$ cat config.mk
export PLATFORM = sky130hd
export DESIGN_NAME = ptc_port_two
export DESIGN_NICKNAME = d
export VERILOG_FILES = /design/src/verilog/ptc_pkg.sv /design/src/verilog/ptc_port_two.sv /design/src/verilog/ptc_pin_sync.sv /design/src/verilog/ptc_pin_cell.sv
export SDC_FILE = /design/constraint.sdc
export NUM_CORES = 1
export LEC_CHECK = 0
export BUFFER_PORTS_ARGS = -buffer_cell sky130_fd_sc_hd__buf_4
export CORE_MARGIN = 1.5
export CORE_UTILIZATION = 35
export CTS_CLUSTER_DIAMETER = 150
export DETAILED_ROUTE_END_ITERATION = 16
export PLACE_DENSITY = 0.67
export REMOVE_ABC_BUFFERS = 1
export SYNTH_ARGS = -nofsm -noshare
export SYNTH_HDL_FRONTEND = slang
export SYNTH_SLANG_ARGS = --single-unit
$ cat constraint.sdc
create_clock -name core_clk -period 1.8 [get_ports core_clk]
set_clock_uncertainty 0.15 [all_clocks]
set_input_delay 0.09 -clock core_clk [delete_from_list [all_inputs] [get_ports core_clk]]
set_output_delay 0.09 -clock core_clk [all_outputs]
set_load 0.02 [all_outputs]
$ cat src/verilog/ptc_pkg.sv
// shared constants, types and helpers for the port two control block
// assumes a 10 MHz core clock and an avalon-mm byte-addressed register bus
package ptc_pkg;

  // register indices; the byte address is four times the index
  localparam logic [11:0] PTC_IDX_OUTPUT_LATCH = 12'h002;
  localparam logic [11:0] PTC_IDX_PIN_READ = 12'h00f;
  localparam logic [11:0] PTC_IDX_DIRECTION = 12'hf1c;
  localparam logic [11:0] PTC_IDX_PULLUP_ENABLE = 12'hf29;
  localparam logic [11:0] PTC_IDX_FUNCTION_SELECT = 12'hf36;
  localparam logic [11:0] PTC_IDX_DRIVE_TYPE = 12'hf43;
  localparam logic [11:0] PTC_IDX_SERIAL_ROUTE = 12'hf50;

  // values after reset
  localparam logic [7:0] PTC_RST_OUTPUT_LATCH = 8'h00;
  localparam logic [7:0] PTC_RST_DIRECTION = 8'h00;
  localparam logic [7:0] PTC_RST_PULLUP_ENABLE = 8'h00;
  localparam logic [7:0] PTC_RST_FUNCTION_SELECT = 8'h00;
  localparam logic [7:0] PTC_RST_DRIVE_TYPE = 8'h00;
  localparam logic [2:0] PTC_RST_SERIAL_ROUTE = 3'h0;
  localparam logic [7:0] PTC_RST_PIN_LEVEL = 8'h00;

  // implemented bits of the mixed registers
  localparam logic [7:0] PTC_MASK_FUNCTION_SELECT = 8'h3d;
  localparam logic [7:0] PTC_MASK_DRIVE_TYPE = 8'he7;
  localparam logic [7:0] PTC_MASK_PULLUP_ENABLE = 8'he7;
  // pins whose read-back always shows the pin level
  localparam logic [7:0] PTC_MASK_RAW_READ = 8'h18;

  // field positions in the serial route register
  localparam int PTC_ROUTE_ENABLE_BIT = 0;
  localparam int PTC_ROUTE_CLOCK_PIN_BIT = 1;
  localparam int PTC_ROUTE_LOW_PAIR_BIT = 2;

  // pin positions of the secondary functions
  localparam int PTC_PIN_TX = 0;
  localparam int PTC_PIN_RX = 1;
  localparam int PTC_PIN_CLK_A = 2;
  localparam int PTC_PIN_DATA = 3;
  localparam int PTC_PIN_TW_CLK = 4;
  localparam int PTC_PIN_CLK_B = 5;

  // bus handshake, gray coded
  typedef enum logic {
    PTC_BUS_IDLE = 1'b0,
    PTC_BUS_ACK = 1'b1
  } ptc_bus_state_t;

  // signals coming from the serial peripherals
  typedef struct packed {
    logic serial_clock_out;
    logic serial_data_out;
    logic uart_transmit;
    logic two_wire_clock_out;
    logic two_wire_data_out;
    logic two_wire_mode;
  } ptc_periph_out_t;

  // signals going to the serial peripherals
  typedef struct packed {
    logic serial_clock_line;
    logic serial_data_in;
    logic uart_receive;
    logic two_wire_clock;
    logic two_wire_data;
  } ptc_periph_in_t;

  // pad controls of the eight pins
  typedef struct packed {
    logic [7:0] pin_out;
    logic [7:0] pin_oe;
    logic [7:0] pin_pullup;
  } ptc_pads_t;

  // pin is not actively driven high: input or open drain
  function automatic logic ptc_released(input logic dir, input logic od);
    return ~dir | od;
  endfunction : ptc_released

  // word address decode of a byte address
  function automatic logic ptc_hit(input logic [15:0] addr,
                                   input logic [11:0] idx);
    return addr[15:2] == {2'b00, idx};
  endfunction : ptc_hit

endpackage : ptc_pkg

$ cat src/verilog/ptc_port_two.sv
// register file and pin steering of one 8-bit bidirectional port
// assumes an avalon-mm master on core_clk and pads that resolve the
// level from pin_oe, pin_out and the pull-up request
// pins arrive asynchronously; the serial peripherals share core_clk
// the serial route register is local and gates every secondary function
//
// Operation
// - in output mode a latch bit 0 drives low, 1 drives high; latch resets 0
// - direction bit 0 makes pin input, 1 output; read-write, resets 0
// - function bits 5,4,3,2,0 route serial signals when 1; bits 7,6,1 read 0
// - drive bits 7,6,5,2,1,0 pick push-pull 0 or open-drain 1; 4,3 read 0
// - pull-up connects only for input or open-drain pins; bits 4,3 read 0
// - pins 0-2,5-7 read level if input or open-drain, else 0
// - pins 3 and 4 always read the actual pin level
// - input pins 5,2 feed serial clock, 4 serial data, 1 uart receive
// - serial routing also needs the separate serial select setting
//
// The Avalon-MM slave port was left to the implementer.
`timescale 1ns/100ps
module ptc_port_two
  import ptc_pkg::*;
(
  input wire logic core_clk,
  input wire logic resetn,
  input wire logic [15:0] avs_address,
  input wire logic [3:0] avs_byteenable,
  input wire logic avs_read,
  input wire logic avs_write,
  input wire logic [31:0] avs_writedata,
  output logic [31:0] avs_readdata,
  output logic avs_waitrequest,
  input wire logic [7:0] pin_in,
  output ptc_pads_t pads,
  input wire ptc_periph_out_t periph_out,
  output ptc_periph_in_t periph_in
);

  // software visible state
  logic [7:0] port_two_output_latch_r;
  logic [7:0] port_two_direction_r;
  logic [7:0] port_two_pullup_enable_r;
  logic [7:0] port_two_function_select_r;
  logic [7:0] port_two_drive_type_r;
  logic [2:0] serial_route_r;

  // bus handshake
  ptc_bus_state_t bus_state_r;
  ptc_bus_state_t bus_state_nxt;
  logic bus_req;
  logic bus_take;
  logic wr_take;
  logic lane0_wr;
  logic [7:0] wdata;
  logic [31:0] rdata_nxt;

  // register selects and write strobes
  logic sel_latch;
  logic sel_pin_read;
  logic sel_direction;
  logic sel_pullup;
  logic sel_function;
  logic sel_drive;
  logic sel_route;
  logic wr_latch;
  logic wr_direction;
  logic wr_pullup;
  logic wr_function;
  logic wr_drive;
  logic wr_route;

  // pin side
  logic [7:0] pin_level;
  logic [7:0] port_two_pin_read;
  logic [7:0] released;
  logic [7:0] alt_en;
  logic [7:0] alt_value;
  logic [7:0] alt_od;
  ptc_periph_in_t periph_in_nxt;

  // serial route fields
  logic route_en;
  logic clock_pin_b;
  logic low_pair_serial;

  assign route_en = serial_route_r[PTC_ROUTE_ENABLE_BIT];
  assign clock_pin_b = serial_route_r[PTC_ROUTE_CLOCK_PIN_BIT];
  assign low_pair_serial = serial_route_r[PTC_ROUTE_LOW_PAIR_BIT];

  // bus slave: one wait cycle, then the access completes
  // the fixed wait lets read data come from a flop, not the address mux

  // a request is pending while read or write is high
  assign bus_req = avs_read | avs_write;
  // the access is accepted in the acknowledge cycle only
  assign bus_take = bus_req & (bus_state_r == PTC_BUS_ACK);
  assign wr_take = bus_take & avs_write;
  // only byte lane 0 carries register data
  assign lane0_wr = wr_take & avs_byteenable[0];
  assign wdata = avs_writedata[7:0];

  // word decode of the bus address, one select per register
  assign sel_latch = ptc_hit(avs_address, PTC_IDX_OUTPUT_LATCH);
  assign sel_pin_read = ptc_hit(avs_address, PTC_IDX_PIN_READ);
  assign sel_direction = ptc_hit(avs_address, PTC_IDX_DIRECTION);
  assign sel_pullup = ptc_hit(avs_address, PTC_IDX_PULLUP_ENABLE);
  assign sel_function = ptc_hit(avs_address, PTC_IDX_FUNCTION_SELECT);
  assign sel_drive = ptc_hit(avs_address, PTC_IDX_DRIVE_TYPE);
  assign sel_route = ptc_hit(avs_address, PTC_IDX_SERIAL_ROUTE);

  // a write strobe is an accepted lane-0 write to the selected register
  assign wr_latch = lane0_wr & sel_latch;
  assign wr_direction = lane0_wr & sel_direction;
  assign wr_pullup = lane0_wr & sel_pullup;
  assign wr_function = lane0_wr & sel_function;
  assign wr_drive = lane0_wr & sel_drive;
  assign wr_route = lane0_wr & sel_route;

  // wait is low in the acknowledge cycle and whenever no request is pending
  assign avs_waitrequest = bus_req & (bus_state_r != PTC_BUS_ACK);

  // handshake state follows the request
  always_comb begin
    bus_state_nxt = PTC_BUS_IDLE;
    unique case (bus_state_r)
      PTC_BUS_IDLE: begin
        if (bus_req) begin
          bus_state_nxt = PTC_BUS_ACK;
        end
      end
      PTC_BUS_ACK: begin
        bus_state_nxt = PTC_BUS_IDLE;
      end
    endcase
  end

  // handshake state register
  always_ff @(posedge core_clk) begin
    if (!resetn) begin
      bus_state_r <= PTC_BUS_IDLE;
    end else begin
      bus_state_r <= bus_state_nxt;
    end
  end

  // register writes, one process per register
  // writes land only on the acknowledge edge, so a held request writes every second cycle

  // output latch, all bits writable
  always_ff @(posedge core_clk) begin
    if (!resetn) begin
      port_two_output_latch_r <= PTC_RST_OUTPUT_LATCH;
    end else if (wr_latch) begin
      port_two_output_latch_r <= wdata;
    end
  end

  // direction, all bits writable
  always_ff @(posedge core_clk) begin
    if (!resetn) begin
      port_two_direction_r <= PTC_RST_DIRECTION;
    end else if (wr_direction) begin
      port_two_direction_r <= wdata;
    end
  end

  // pull-up enable, bits 4 and 3 stay zero
  always_ff @(posedge core_clk) begin
    if (!resetn) begin
      port_two_pullup_enable_r <= PTC_RST_PULLUP_ENABLE;
    end else if (wr_pullup) begin
      port_two_pullup_enable_r <= wdata & PTC_MASK_PULLUP_ENABLE;
    end
  end

  // function select, bits 7, 6 and 1 stay zero
  always_ff @(posedge core_clk) begin
    if (!resetn) begin
      port_two_function_select_r <= PTC_RST_FUNCTION_SELECT;
    end else if (wr_function) begin
      port_two_function_select_r <= wdata & PTC_MASK_FUNCTION_SELECT;
    end
  end

  // drive type, bits 4 and 3 stay zero
  always_ff @(posedge core_clk) begin
    if (!resetn) begin
      port_two_drive_type_r <= PTC_RST_DRIVE_TYPE;
    end else if (wr_drive) begin
      port_two_drive_type_r <= wdata & PTC_MASK_DRIVE_TYPE;
    end
  end

  // serial route: enable, clock pin choice, low pair use
  always_ff @(posedge core_clk) begin
    if (!resetn) begin
      serial_route_r <= PTC_RST_SERIAL_ROUTE;
    end else if (wr_route) begin
      serial_route_r <= wdata[2:0];
    end
  end

  // register reads
  // unimplemented bits are masked at write time, so reads need no mask

  // read value mux; unmapped addresses read zero
  always_comb begin
    rdata_nxt = 32'h0000_0000;
    if (sel_latch) begin
      rdata_nxt[7:0] = port_two_output_latch_r;
    end else if (sel_pin_read) begin
      rdata_nxt[7:0] = port_two_pin_read;
    end else if (sel_direction) begin
      rdata_nxt[7:0] = port_two_direction_r;
    end else if (sel_pullup) begin
      rdata_nxt[7:0] = port_two_pullup_enable_r;
    end else if (sel_function) begin
      rdata_nxt[7:0] = port_two_function_select_r;
    end else if (sel_drive) begin
      rdata_nxt[7:0] = port_two_drive_type_r;
    end else if (sel_route) begin
      rdata_nxt[2:0] = serial_route_r;
    end
  end

  // read data captured in the wait cycle, held through the acknowledge
  always_ff @(posedge core_clk) begin
    if (!resetn) begin
      avs_readdata <= 32'h0000_0000;
    end else if (avs_read && bus_state_r == PTC_BUS_IDLE) begin
      avs_readdata <= rdata_nxt;
    end
  end

  // pin input path
  // pin levels pass the synchroniser before any read or steering

  ptc_pin_sync u_sync (
    .core_clk(core_clk),
    .resetn(resetn),
    .pin_async(pin_in),
    .pin_level(pin_level)
  );

  // pin read-back: level when released, zero when driving push-pull
  always_comb begin
    for (int i = 0; i < 8; i++) begin
      released[i] = ptc_released(port_two_direction_r[i],
                                 port_two_drive_type_r[i]);
    end
    port_two_pin_read = pin_level & released;
    // pins 3 and 4 show the level under any setting
    port_two_pin_read = port_two_pin_read
                        | (pin_level & PTC_MASK_RAW_READ);
  end

  // secondary function steering onto the pins
  // steering sits ahead of the pad flops, so pads never glitch on a switch

  // a function takes its pin only when also routed
  assign alt_en = port_two_function_select_r & {8{route_en}};

  // source of each pin under its secondary function
  always_comb begin
    alt_value = 8'h00;
    alt_od = 8'h00;
    alt_value[PTC_PIN_TX] = low_pair_serial ? periph_out.serial_data_out
                                            : periph_out.uart_transmit;
    alt_value[PTC_PIN_CLK_A] = periph_out.serial_clock_out;
    alt_value[PTC_PIN_DATA] = periph_out.two_wire_mode
                              ? periph_out.two_wire_data_out
                              : periph_out.serial_data_out;
    alt_value[PTC_PIN_TW_CLK] = periph_out.two_wire_clock_out;
    alt_value[PTC_PIN_CLK_B] = periph_out.serial_clock_out;
    // in two-wire mode the two-wire lines never drive high
    alt_od[PTC_PIN_DATA] = periph_out.two_wire_mode;
    alt_od[PTC_PIN_TW_CLK] = periph_out.two_wire_mode;
  end

  // one output stage per pin
  for (genvar g = 0; g < 8; g++) begin : g_cell
    ptc_pin_cell u_cell (
      .core_clk(core_clk),
      .resetn(resetn),
      .dir(port_two_direction_r[g]),
      .latch(port_two_output_latch_r[g]),
      .open_drain(port_two_drive_type_r[g]),
      .pullup_req(port_two_pullup_enable_r[g]),
      .alt_en(alt_en[g]),
      .alt_value(alt_value[g]),
      .alt_od(alt_od[g]),
      .pin_out(pads.pin_out[g]),
      .pin_oe(pads.pin_oe[g]),
      .pin_pullup(pads.pin_pullup[g])
    );
  end

  // pin levels delivered to the serial peripherals
  // inputs idle high so an unrouted line looks released to the peripheral

  // input pins feed peripherals; idle high while not routed
  always_comb begin
    periph_in_nxt = '1;
    if (route_en) begin
      if (clock_pin_b) begin
        if (!port_two_direction_r[PTC_PIN_CLK_B]) begin
          periph_in_nxt.serial_clock_line =
            pin_level[PTC_PIN_CLK_B];
        end
      end else if (!port_two_direction_r[PTC_PIN_CLK_A]) begin
        periph_in_nxt.serial_clock_line = pin_level[PTC_PIN_CLK_A];
      end
      if (low_pair_serial) begin
        if (!port_two_direction_r[PTC_PIN_RX]) begin
          periph_in_nxt.serial_data_in = pin_level[PTC_PIN_RX];
        end
      end else begin
        if (!port_two_direction_r[PTC_PIN_TW_CLK]) begin
          periph_in_nxt.serial_data_in = pin_level[PTC_PIN_TW_CLK];
        end
        if (!port_two_direction_r[PTC_PIN_RX]) begin
          periph_in_nxt.uart_receive = pin_level[PTC_PIN_RX];
        end
      end
      // two-wire lines are read back in either direction
      if (port_two_function_select_r[PTC_PIN_TW_CLK]) begin
        periph_in_nxt.two_wire_clock = pin_level[PTC_PIN_TW_CLK];
      end
      if (port_two_function_select_r[PTC_PIN_DATA]) begin
        periph_in_nxt.two_wire_data = pin_level[PTC_PIN_DATA];
      end
    end
  end

  // registered peripheral inputs
  always_ff @(posedge core_clk) begin
    if (!resetn) begin
      periph_in <= '1;
    end else begin
      periph_in <= periph_in_nxt;
    end
  end

endmodule : ptc_port_two

$ cat src/verilog/ptc_pin_sync.sv
// three-stage synchroniser for the eight pin levels
// assumes asynchronous pin inputs sampled on core_clk
`timescale 1ns/100ps
module ptc_pin_sync
  import ptc_pkg::*;
(
  input wire logic core_clk,
  input wire logic resetn,
  input wire logic [7:0] pin_async,
  output logic [7:0] pin_level
);

  logic [7:0] stage1_r;
  logic [7:0] stage2_r;
  logic [7:0] stage3_r;

  // capture chain; stage1 is read only by stage2
  always_ff @(posedge core_clk) begin
    if (!resetn) begin
      stage1_r <= PTC_RST_PIN_LEVEL;
      stage2_r <= PTC_RST_PIN_LEVEL;
      stage3_r <= PTC_RST_PIN_LEVEL;
    end else begin
      stage1_r <= pin_async;
      stage2_r <= stage1_r;
      stage3_r <= stage2_r;
    end
  end

  // a bit changes only once stages two and three agree
  always_ff @(posedge core_clk) begin
    if (!resetn) begin
      pin_level <= PTC_RST_PIN_LEVEL;
    end else begin
      for (int i = 0; i < 8; i++) begin
        if (stage2_r[i] == stage3_r[i]) begin
          pin_level[i] <= stage3_r[i];
        end
      end
    end
  end

endmodule : ptc_pin_sync

$ cat src/verilog/ptc_pin_cell.sv
// output stage of one port pin: value, enable and pull-up request
// assumes the pad resolves the level from enable and pull-up outside
`timescale 1ns/100ps
module ptc_pin_cell
  import ptc_pkg::*;
(
  input wire logic core_clk,
  input wire logic resetn,
  input wire logic dir,
  input wire logic latch,
  input wire logic open_drain,
  input wire logic pullup_req,
  input wire logic alt_en,
  input wire logic alt_value,
  input wire logic alt_od,
  output logic pin_out,
  output logic pin_oe,
  output logic pin_pullup
);

  logic value;
  logic od;

  // secondary function replaces the latch as source
  assign value = alt_en ? alt_value : latch;
  assign od = open_drain | (alt_en & alt_od);

  // registered pad controls; open drain only ever drives low
  always_ff @(posedge core_clk) begin
    if (!resetn) begin
      pin_out <= 1'b0;
      pin_oe <= 1'b0;
      pin_pullup <= 1'b0;
    end else begin
      pin_out <= value & ~od;
      pin_oe <= dir & (~od | ~value);
      pin_pullup <= pullup_req & ptc_released(dir, od);
    end
  end

endmodule : ptc_pin_cell

Word level (Yosys, flattened, before mapping)
Index checks and enable logic that the tools add are counted.
{ "totals": {"ff_bits": 104, "input_bits": 70, "output_inout_bits": 62, "word_cells": 171} }
{ "op_classes": {"n_eq_ne": 15, "mux": 26, "bitwise_logic": 79, "n_reduce_logical": 5} }
{ "op_table": {"columns": ["cell", "count"], "rows": [
  ["== test 14 x 12 -> 1 bit (second input constant)", 5],
  ["two-way mux 8 bit", 5],
  ["bitwise AND 1 bit", 34],
  ["inverter 1 bit", 27],
  ["two-way mux 1 bit", 17],
  ["OR 1 bit", 15],
  ["== test 14 x 2 -> 1 bit (second input constant)", 1],
  ["== test 14 x 4 -> 1 bit (second input constant)", 1],
  ["bitwise AND 6 x 8 -> 8 bit", 1],
  ["bitwise AND 8 bit", 1],
  ["== test 1 bit", 8],
  ["OR 8 x 5 -> 8 bit", 1],
  ["two-way mux 3 bit", 2],
  ["AND reduction 3 bit", 2],
  ["two-way mux 5 bit", 1],
  ["OR reduction 3 bit", 1],
  ["case mux 1 bit (2 select lines)", 1],
  ["AND reduction 2 bit", 1],
  ["logical AND 1 bit", 1]
]} }

Logic depth before layout (Yosys ltp)
Gate-level depths: netlist of the first run.
{ "depth": {"ltp_word": 8, "ltp_mapped": 6, "mapped_depth_nobuf": 5} }

By module
Synthesis of the first run repeated with hierarchy kept, for this count alone.
{ "hier_totals": {"hier_cells": 506, "hier_area_um2": 4748.3} }
{ "by_module_without_submodules": {"columns": ["mod", "n_inst", "cells_each", "area_per_inst_um2", "seq_area_each_um2"], "rows": [
  ["ptc_port_two", 1, 319, 2756.4, 1001.0],
  ["ptc_pin_cell", 8, 13, 128.9, 60.1],
  ["ptc_pin_sync", 1, 83, 960.9, 640.6]
]} }

Worst setup path before layout of the first run
No wires, ideal clock.
{ "synth_path": {"path_type": "input to register", "startpoint": "in avs_address[9]", "endpoint": "reg serial_route_r[0]", "setup_time_ps": 128, "arrival_ps": 1559, "required_ps": 1522, "slack_ps": -36, "cell_stages": 6, "n_path_buf": 2, "cell_sequence": "or4b_1 -> buf_2 -> or4_4 -> buf_6 -> mux2i_1 -> nor2_1"} }
{ "synth_between": {"elab_chain_len": 2} }
{ "synth_rtl": {"columns": ["element", "line_no", "rtl"], "rows": [
  ["start, declared", "ptc_port_two.sv:25", "input wire logic [15:0] avs_address,"],
  ["== test 14 x 12 -> 1 bit", "ptc_pkg.sv:83", "return addr[15:2] == {2'b00, idx};"],
  ["bitwise AND 1 bit", "ptc_port_two.sv:116", "assign wr_route = lane0_wr & sel_route;"],
  ["end signal, assigned", "ptc_port_two.sv:198", "serial_route_r <= wdata[2:0];"],
  ["end, declared", "ptc_port_two.sv:44", "logic [2:0] serial_route_r;"]
]} }
Every way passes these cells.
A chain may end at the register's enable or synchronous reset.

Worst setup path after layout of the first run
{ "layout_path": {"startpoint": "reg serial_route_r[0]", "endpoint": "reg g_cell[3].u_cell.pin_oe"} }
{ "layout_between": {"elab_chain_len": 5, "word_cells_on_any_way": 7, "classes_between": "mux (1); bitwise (6)"} }
{ "layout_rtl": {"columns": ["element", "line_no", "rtl"], "rows": [
  ["bitwise AND 6 x 8 -> 8 bit (*)", "ptc_port_two.sv:260", "assign alt_en = port_two_function_select_r & {8{route_en}};"],
  ["bitwise AND 1 bit / two-way mux 1 bit (equally long branches)", "ptc_pin_cell.sv:26, ptc_pin_cell.sv:25", null],
  ["inverter 1 bit", "ptc_pin_cell.sv:36", "pin_oe <= dir & (~od | ~value);"],
  ["OR 1 bit (*)", "ptc_pin_cell.sv:36", null],
  ["bitwise AND 1 bit (*)", "ptc_pin_cell.sv:36", null],
  ["end signal, assigned", "ptc_pin_cell.sv:36", null],
  ["end, declared", "ptc_pin_cell.sv:17", "output logic pin_oe,"]
]} }
Every way passes the cells marked *; elsewhere a longest branch is shown, timed or not.

==> summary.md, run 1 <==
| Metric | Value |
|---|---|
| Sequential element share of the synthesized area | ~47% |
| Die H | roughly 120 microns |
| Chip Width | ~120 microns |
| Global-route wire length before repair | approximately 19 mm |
| Yosys warnings | 0 |
| CP Launch Type | flop |
| Number of flops mapped to enable cells by yosys | 0 |
| Remaining global-route overflow | 0 |
| Drt pass-1 iters | 6 |
| Worst-path maximum fanout | 9 |
| Arrival @ worst endpoint | about 1800 ps |
| Finished Layout Cells | 777 |
| Leak Pwr | approximately 2.3 nW |
| Synth Instances | between 400 and 500 |
| Drt first-iter violations | 334 |
| Sw Share | 22.0% |
| WL per Instance | 15.6 microns |
| Setup bufs post-CTS | 0 |
| Async S/R FF share, synth | 0% |
| Hold Path Class | input port to flop |
| Rows | 40 |
| Status | finished clean |
| DRT antenna net count | 0 |
| WHS Path Cells | 4 |
| CTS Buffer Depth | 2 |
| Flop pwr share | between 40% and 50% |
| TritonCTS Buffers | 9 |
| Pwr/cell area | approximately 850 nW/um^2 |
| Hpwl dp | around 8.4 mm |
| R2R cell count | 3 |
| Clock root cell | clkbuf_16 |
| Ratio of cells with drive above 1 in the final layout | between 20% and 30% |
| Fin. Hold Viols | 0 |
| Ports | 132 |
| Setup TNS Final | 0 ps |
| Synth Cell Area | about 4400 sq um |
| Via density | roughly 5 |
| Worst-path cell chain | buf_4 -> a41oi_1 -> dlygate4sd3_1 |
| Pint | 3.86 mW |
| Initial core utilization | a little over a third |
| Synthesis-to-finish area growth | 32.2% |
| Vias after detailed routing | a little under 4000 |
| Routability Congestion | between 0.9 and 1 |
| Max_cap viols | 0 |
| Cells after DPL | approximately 730 |
| Fin. max-slew vios | 0 |
| Vias in the first global route | 3697 |
| Worst setup EP type | flop |
| Fin nets | ~670 |
| Number of clock sinks | about 100 |
| Slowest CP cell | dlygate4sd3_1 |
| Clock latency on the worst-skew pair | around 350 ps |
| Htree depth | 3 |
| Port buffer count | between 70 and 80 |
| Drt total wl | roughly 12 mm |
| Antenna diode count | 0 |
| Synth cell types | 51 |
| Flops & latches, synth | about 100 |
| Worst path required time | 1890 ps |
| Critical path type | flop to flop |
| Crit-path max cell delay | 570 ps |
| Combinational share of power | 7.8% |
| Initial antenna violation count | 0 |
| Most common library cells after synthesis | dfxtp_1, nand2_1, a21oi_1, buf_4, nor2_1 |
| Buffer and inverter count on the worst path | 2 |
| Hold slack final | about 100 ps |
| Top-count cell post-synth | dfxtp_1 |
| Fill count | around 1200 |
| Crit path depth | 3 |
| Cell family with most CP delay | buffers and inverters |
| Slew @ Worst Pin | ~1100 ps |
| Top cells by area, synth | dfxtp_1, buf_4, a21oi_1 |
| Final Cycle Share | between 90% and 100% |
| Synth area leader | dfxtp_1 |
| Max IR drop VDD | 0.471 mV |
| Ys flop type | dfxtp_1 |
| Crit path time final | 1720 ps |
| Number of setup violations in the final report | 0 |
| Mapped Avg Cell Area | between 9 and 10 sq um |
| Max-slew headroom | 27.0% |
| Core Footprint | 12200 sq um |
| Fmax | between 0.5 and 0.6 GHz |
| CTS tree | yes |
| Tot GR Track Use | 18.4% |
| Sw power | between 1 and 1.5 mW |
| Die area | between 10000 and 15000 sq um |
| DR DRC count | 0 |
| Clock Power Share | roughly 45% |
| RSZ-0062 raised after global routing | no |
| Synth top area share | a little under half |
| Largest net degree at the start of global routing | 37 |
| Gates resized, CTS repair | 0 |
| Clock slew at reported path FFs | around 70 ps |
[worst register-to-register path, delay by kind of cell, from the launching register on]
kind	cells	cell delay [ps]
buffers and inverters	2	820
DFF	1	540
AOI/OAI and AO/OA	1	110
[layout make-up]
class | count | area, sq um | share of cell area [%]
well taps | 168 | 210 | 3.61
flip-flops and latches | 104 | 2080 | 35.8
clock buffers | 9 | 225 | 3.87
repair buffers | 153 | 1220 | 21.0
inverters | 2 | 7.51 | 0.129
multi-input cells | 334 | 1950 | 33.6
clock inverters | 7 | 119 | 2.04
[layout by cell type (no fill, tap or decap), types with 3 or more instances in the layout]
cell / count
buf_4: 124
dfxtp_1: 104
nand2_1: 52
a21oi_1: 49
dlygate4sd3_1: 29
nor2_1: 26
conb_1: 26
and2_1: 25
o21ai_0: 20
nand3_1: 19
mux2i_1: 18
nand4_1: 10
clkbuf_16: 9
and3_1: 8
nand2b_1: 7
nand4b_1: 7
a221oi_1: 7
or3_1: 5
o211ai_1: 5
nor3b_1: 5
nor4_1: 3
nor3_1: 3
or4b_1: 3
bufinv_16: 3
[layer usage]
metal | track usage [%] | part of all wire, % | vias up
met5 | 0 | 0 | -
met4 | 5.76 | 1.5 | 0
met3 | 3.53 | 5.7 | 18
met2 | 31.3 | 49 | 150
met1 | 23.7 | 44 | 1880
li1 | - | - | 1888
[per-stage QoR]
| step | area (sq um) | total power, mW | setup WS (ps) | utilization [%] |
|---|---|---|---|---|
| after floorplan | 4040 | 2.53 | -472 | - |
| final | 5820 | 4.96 | 84.2 | 47.8 |
| after CTS | 5820 | 4.98 | 90.3 | 47.8 |
| after global placement | 5180 | 2.72 | -139 | 42.6 |
| after detailed placement | 5180 | 2.73 | -153 | 42.6 |
| after global routing | 5820 | 5.12 | 13.1 | 47.8 |
[power by group through the flow]
| stage | clock network (mW) | registers [mW] | logic, mW |
|---|---|---|---|
| 2_1_floorplan | 0 | 2.40 | 0.130 |
| 3_3_place_gp | 0 | 2.39 | 0.328 |
| 3_5_place_dp | 0 | 2.39 | 0.333 |
| 4_1_cts | 2.25 | 2.34 | 0.385 |
| 5_1_grt | 2.37 | 2.34 | 0.415 |
| 6_report | 2.23 | 2.34 | 0.388 |
[repair_timing]
item | 4_1_cts | 5_1_grt
setup endpoints to repair | 0 | 0
hold buffers | 29 | 0
hold endpoints to repair | 61 | 0
[sequential cells by signal (all words and copies together) (netlist names), 3 cells and up]
name / flops
port_two_pullup_enable_r: 6
u_sync.stage3_r: 8
periph_in: 5
g_cell.u_cell.pin_oe: 8
serial_route_r: 3
u_sync.pin_level: 8
g_cell.u_cell.pin_pullup: 6
port_two_function_select_r: 5
g_cell.u_cell.pin_out: 8
u_sync.stage1_r: 8
port_two_output_latch_r: 8
avs_readdata: 8
u_sync.stage2_r: 8
port_two_direction_r: 8
port_two_drive_type_r: 6
[cell families (layout without fill, tap and decap cells)]
kind of cell | count (synthesis) | after routing | synth area share [%]
AOI/OAI and AO/OA | 99 | 99 | 13.4
buffers and inverters | 72 | 171 | 10.5
DFF | 104 | 104 | 47.3
muxes | 20 | 20 | 4.60
other | 1 | 26 | 0.0852
and+or+nand+nor | 189 | 189 | 24.2
[final timing paths]
kind | slack [ps] | to | start
setup / recovery | 80 | g_cell[3].u_cell.pin_oe | serial_route_r[0]
hold / removal | 100 | g_cell[0].u_cell.pin_oe | periph_out[3]
setup reg to reg | 80 | g_cell[3].u_cell.pin_oe | serial_route_r[0]
hold reg to reg | 280 | u_sync.stage2_r[0] | u_sync.stage1_r[0]
Note: power is estimated with default switching activity, not from simulation.
==> run 2: changes to the inputs <==
- CORE_UTILIZATION: 35 -> 40
- PLACE_DENSITY: 0.67 -> 0.74
==> run 2 against run 1 <==
  * Highest routed layer unchanged
  * Final area down 2.8%
  * Sequential share of layout area grew 1.0 points
  * Largest power group unchanged
  * Critical path depth unchanged
  * Largest cell class unchanged
  * Register-to-register slack is essentially flat
  * Critical endpoint is now g_cell[4].u_cell.pin_oe
  * Critical path type unchanged
  * Sequential cell count unchanged
  * Global-route usage grew 2.5 points
  * Worst setup slack worse by 7.3 ps
==> summary.md, run 2 (synthesis gave the netlist of run 1 again) <==
| Metric | Value |
|---|---|
| Status | finished clean |
| Crit path time final | approximately 1700 ps |
| Max-slew headroom | 27.9% |
| Commonest non-fill, non-tap cells in the layout | buf_4, dfxtp_1, nand2_1, a21oi_1, dlygate4sd3_1 |
| CTS Buffer Depth | 2 |
| Fin. Hold Viols | 0 |
| Number of setup violations in the final report | 0 |
| Hpwl dp | between 8 and 9 mm |
| Largest net degree at the start of global routing | 55 |
| CP Launch Type | flop |
| Finished Layout Cells | about 750 |
| Hold slack final | 93.5 ps |
| Remaining global-route overflow | 0 |
| Leak Pwr | 2.20 nW |
| Fmax | around 0.58 GHz |
| TritonCTS Buffers | 9 |
| R2R cell count | 3 |
| Commonest non-fill, non-tap cell in the layout | buf_4 |
| Rows | 38 |
| Reg2Reg Capture Point | g_cell[4].u_cell.pin_oe |
| Htree depth | 3 |
| Antenna diode count | 0 |
| DRT antenna net count | 0 |
| Worst Hold Endpoint | g_cell[0].u_cell.pin_oe |
| Ratio of cells with drive above 1 in the final layout | approximately a quarter |
| Fin worst setup slack | around 77 ps |
| Fin nets | about 680 |
| Fill count | 989 |
| Ports | around 130 |
| Clock slew at reported path FFs | 90 ps |
| Drt first-iter violations | around 240 |
| Final Cycle Share | 95.7% |
| Hold Path Class | input port to flop |
| RR Startpoint | serial_route_r[0] |
| Flop2flop setup slack | between 70 and 80 ps |
| WL per Instance | about 16 microns |
| Vias in the first global route | about 3800 |
| Hold Path Origin | periph_out[3] |
| Drt pass-1 iters | 7 |
| Number of clock sinks | roughly 100 |
| Die area | 11600 sq um |
| Port buffer count | 76 |
| Clock latency on the worst-skew pair | approximately 350 ps |
| Critical path type | flop to flop |
| Die H | roughly 110 microns |
| Initial antenna violation count | 0 |
| Fin. max-slew vios | 0 |
| CTS tree | yes |
| Chip Width | 108 microns |
| Core Footprint | ~11000 sq um |
| Slew @ Worst Pin | ~1100 ps |
| Cells after DPL | between 700 and 800 |
| Global-route wire length before repair | 18.9 mm |
| Initial core utilization | 40.8% |
| Setup TNS Final | 0 ps |
| Arrival @ worst endpoint | approximately 1800 ps |
| Place WS | -236 ps |
| Pwr/cell area | about 730 nW/um^2 |
| Worst path required time | 1900 ps |
| RSZ-0062 raised after global routing | no |
| Synthesis-to-finish area growth | 28.5% |
| Worst setup EP type | flop |
| Via density | between 5 and 6 |
| Power, Total | about 4.1 mW |
| Tot GR Track Use | a little over a fifth |
| Vias after detailed routing | between 3000 and 4000 |
| DR DRC count | 0 |
| Worst-path maximum fanout | 9 |
| Max_cap viols | 0 |
| Drt total wl | 12.0 mm |
| Clock root cell | clkbuf_8 |
| Max IR drop VDD | around 0.31 mV |
| Routability Congestion | approximately 0.91 |
| WHS Path Cells | 4 |
run 2: cell count changes in the layout (fill, tap and decap cells not counted), sizes merged:
| cell | before | now |
|---|---|---|
| clkbuf | 9 | 14 |
| inv | 3 | 2 |
| clkinvlp | 2 | 1 |
| dlygate4sd3 | 29 | 31 |
| buf | 124 | 125 |
| bufinv | 3 | 0 |
run 2: critical path: stages (launching register included):
cell and delay, ps:
dfxtp_1 560, buf_4 240, a41oi_1 110, dlygate4sd3_1 570
run 2: metrics by stage:
stage	utilization, %	instance area, sq um
floorplan	-	4040
global placement	47.8	5160
detailed placement	47.8	5160
CTS	52.4	5650
global route	52.4	5660
finish	52.4	5660
run 2: repair_timing:
item	4_1_cts	5_1_grt
resized for setup	0	1
hold endpoints to repair	56	0
endpoints found under the setup margin	0	8
setup buffers	0	0
hold buffers	31	0
run 2: layout make-up:
class / count / area, sq um / area share (%)
inverters: 2 / 7.51 / 0.133
repair buffers: 156 / 1250 / 22.1
multi-input cells: 334 / 1960 / 34.6
well taps: 140 / 175 / 3.10
flip-flops and latches: 104 / 2080 / 36.8
clock inverters: 2 / 12.5 / 0.221
clock buffers: 14 / 173 / 3.05
run 2: report_power, final:
group / total [mW] / internal [mW] / switching [mW]
sequential: 2.34 / 2.33 / 0.0138
clock: 1.37 / 0.618 / 0.755
combinational: 0.395 / 0.179 / 0.216
total: 4.11 / 3.12 / 0.985
run 2: worst max-delay path by stage:
stage,startpoint,cells past startpoint,end,slack (ps)
after detailed placement,avs_address[9],8,avs_readdata[2],-240
after global routing,bus_state_r,6,port_two_direction_r[4],20
after global placement,avs_address[9],8,avs_readdata[2],-240
after floorplan,avs_address[9],5,port_two_function_select_r[0],-470
final,serial_route_r[0],3,g_cell[4].u_cell.pin_oe,80
after CTS,bus_state_r,6,port_two_direction_r[3],50
run 2: per-layer routing:
| layer | GRT usage [%] | up-vias | share of wire [%] |
|---|---|---|---|
| li1 | - | 1898 | - |
| met5 | 0 | - | 0 |
| met3 | 2.91 | 21 | 5.6 |
| met2 | 36.0 | 165 | 49 |
| met1 | 26.9 | 1913 | 43 |
| met4 | 7.61 | 0 | 1.8 |
==> run 3: changes to the inputs <==
==> constraint.sdc (replaced) <==
create_clock -name core_clk -period 1.8 [get_ports core_clk]
set_clock_uncertainty 0.15 [all_clocks]
set_input_delay 0 -clock core_clk [delete_from_list [all_inputs] [get_ports core_clk]]
set_output_delay 0 -clock core_clk [all_outputs]
set_load 0.02 [all_outputs]
==> run 3 against run 2 <==
  * Core utilization decreased by 0.35 points
  * Sequential power about the same
  * Via count decreased by 1.0%
  * Register-to-register slack got worse by 20 ps
  * Combinational power decreased by 5.6%
  * Highest routed layer unchanged
  * Power increased by 8.1%
  * Sequential share of layout area increased by 0.25 points
  * Non-clock buffer count decreased by 12
  * Sequential cell count unchanged
  * Routed wire length decreased by 2.9%
  * Cell count decreased by 1.7%
  * Die area unchanged
==> summary.md, run 3 (synthesis gave the netlist of run 1 again) <==
| Metric | Value |
|---|---|
| Status | finished clean |
| Setup bufs post-CTS | 0 |
| Clock latency on the worst-skew pair | 370 ps |
| Antenna diode count | 0 |
| Synthesis-to-finish area growth | 27.7% |
| CTS tree | yes |
| Number of clock sinks | between 100 and 150 |
| CP Launch Type | flop |
| Ports | about 130 |
| TritonCTS Buffers | 9 |
| Hpwl dp | ~8.2 mm |
| RSZ-0062 raised after global routing | no |
| Max_cap viols | 0 |
| Via density | 5.35 |
| Max-slew headroom | a little over two fifths |
| Global routing's busiest layer | met2 |
| Drt total wl | roughly 12 mm |
| Fmax | 0.573 GHz |
| M3 GR Usage | under 10% |
| Initial core utilization | roughly two fifths |
| Fin nets | roughly 670 |
| Port buffer count | between 70 and 80 |
| Ratio of cells with drive above 1 in the final layout | 23.7% |
| Drt first-iter violations | about 380 |
| Finished Layout Cells | around 740 |
| Arrival @ worst endpoint | between 1500 and 2000 ps |
| Worst path required time | about 1900 ps |
| Routability Congestion | around 0.96 |
| Core Footprint | ~11000 sq um |
| Commonest non-fill, non-tap cell in the layout | buf_4 |
| Fin. max-slew vios | 0 |
| Hold Path Class | input port to flop |
| Vias after detailed routing | 3956 |
| Setup TNS Final | 0 ps |
| Rows | 38 |
| Vias in the first global route | between 3000 and 4000 |
| Pwr/cell area | roughly 790 nW/um^2 |
| Crit path time final | 1750 ps |
| Buffer and inverter count on the worst path | 2 |
| Worst-path cell chain | buf_4 -> a41oi_1 -> dlygate4sd3_1 |
| Global Route met1 Usage | 25.8% |
| WL per Instance | between 15 and 20 microns |
| Chip Width | 108 microns |
| DR DRC count | 0 |
| Leak Pwr | 2.16 nW |
| Slowest CP cell | dfxtp_1 |
| Die H | about 110 microns |
| Final Cycle Share | 97.0% |
| Worst-path maximum fanout | 9 |
| Number of setup violations in the final report | 0 |
| Worst setup EP type | flop |
| Drt pass-1 iters | 5 |
| Largest net degree at the start of global routing | 55 |
| Cell family with most CP delay | buffers and inverters |
| Max IR drop VDD | around 0.42 mV |
| DRT antenna net count | 0 |
| Critical path type | flop to flop |
| Crit-path max cell delay | approximately 570 ps |
| Clock root cell | clkbuf_8 |
| Remaining global-route overflow | 0 |
| Clock slew at reported path FFs | around 90 ps |
| Fin. Hold Viols | 0 |
| CTS Buffer Depth | 2 |
| Htree depth | 3 |
| Cells after DPL | around 700 |
| Slew @ Worst Pin | 863 ps |
| Initial antenna violation count | 0 |
| Met2 Usage GRT | a little over a third |
| Tot GR Track Use | around 21% |
| Commonest non-fill, non-tap cells in the layout | buf_4, dfxtp_1, nand2_1, a21oi_1, dlygate4sd3_1 |
| Die area | approximately 12000 sq um |
| Global-route wire length before repair | between 15 and 20 mm |
==> run 3: final cells by class <==
| cell class | count | area (sq um) |
|---|---|---|
| clock buffers | 10 | 138 |
| clock inverters | 5 | 105 |
| fillers | 999 | 5170 |
| inverters | 2 | 7.51 |
| multi-input cells | 334 | 1960 |
| flip-flops and latches | 104 | 2080 |
| well taps | 140 | 175 |
| repair buffers | 144 | 1150 |
==> run 3: tightest hold or removal path: cells and delay by family <==
| family | cells | cell delay, ps |
|---|---|---|
| AND/OR/NAND/NOR | 2 | 360 |
| buffers and inverters | 1 | 120 |
| AO/OA/AOI/OAI | 1 | 50 |
==> run 3: metal layers <==
metal	wire, microns	up-vias
li1	-	1868
met1	4880	1902
met2	5820	161
met3	741	25
met4	260	0
met5	0	-
==> run 3: what timing repair did <==
action,4_1_cts,5_1_grt
hold buffers,29,0
endpoints found under the setup margin,0,6
hold endpoints to repair,62,0
gates resized for setup,0,1
==> run 3: worst paths after layout <==
check | slack, ps | to | depth (start not counted) | from
max reg2reg | 50 | g_cell[3].u_cell.pin_oe | 3 | serial_route_r[0]
min | 50 | port_two_drive_type_r[1] | 4 | avs_byteenable[0]
min reg2reg | 270 | u_sync.stage2_r[0] | 1 | u_sync.stage1_r[0]
max | 50 | g_cell[3].u_cell.pin_oe | 3 | serial_route_r[0]
==> run 3: metrics by stage <==
| stage | hold slack (ps) | setup WS [ps] | instance area [sq um] | total power [mW] | utilization [%] |
|---|---|---|---|---|---|
| 2_1_floorplan | -63.8 | -382 | 4040 | 2.53 | - |
| 3_3_place_gp | 59.3 | -171 | 5080 | 2.71 | 47.1 |
| 3_5_place_dp | 60.7 | -202 | 5080 | 2.72 | 47.1 |
| 4_1_cts | 39.4 | 39.5 | 5610 | 4.47 | 52.0 |
| 5_1_grt | 86.7 | 23.8 | 5620 | 4.61 | 52.1 |
| 6_report | 53.5 | 53.5 | 5620 | 4.44 | 52.1 |
==> run 3: report_power, final <==
part / switching (mW) / leakage [nW] / internal [mW]
Sequential: 0.0141 / 0.843 / 2.33
Clock: 0.774 / 0.115 / 0.953
Combinational: 0.207 / 1.21 / 0.166
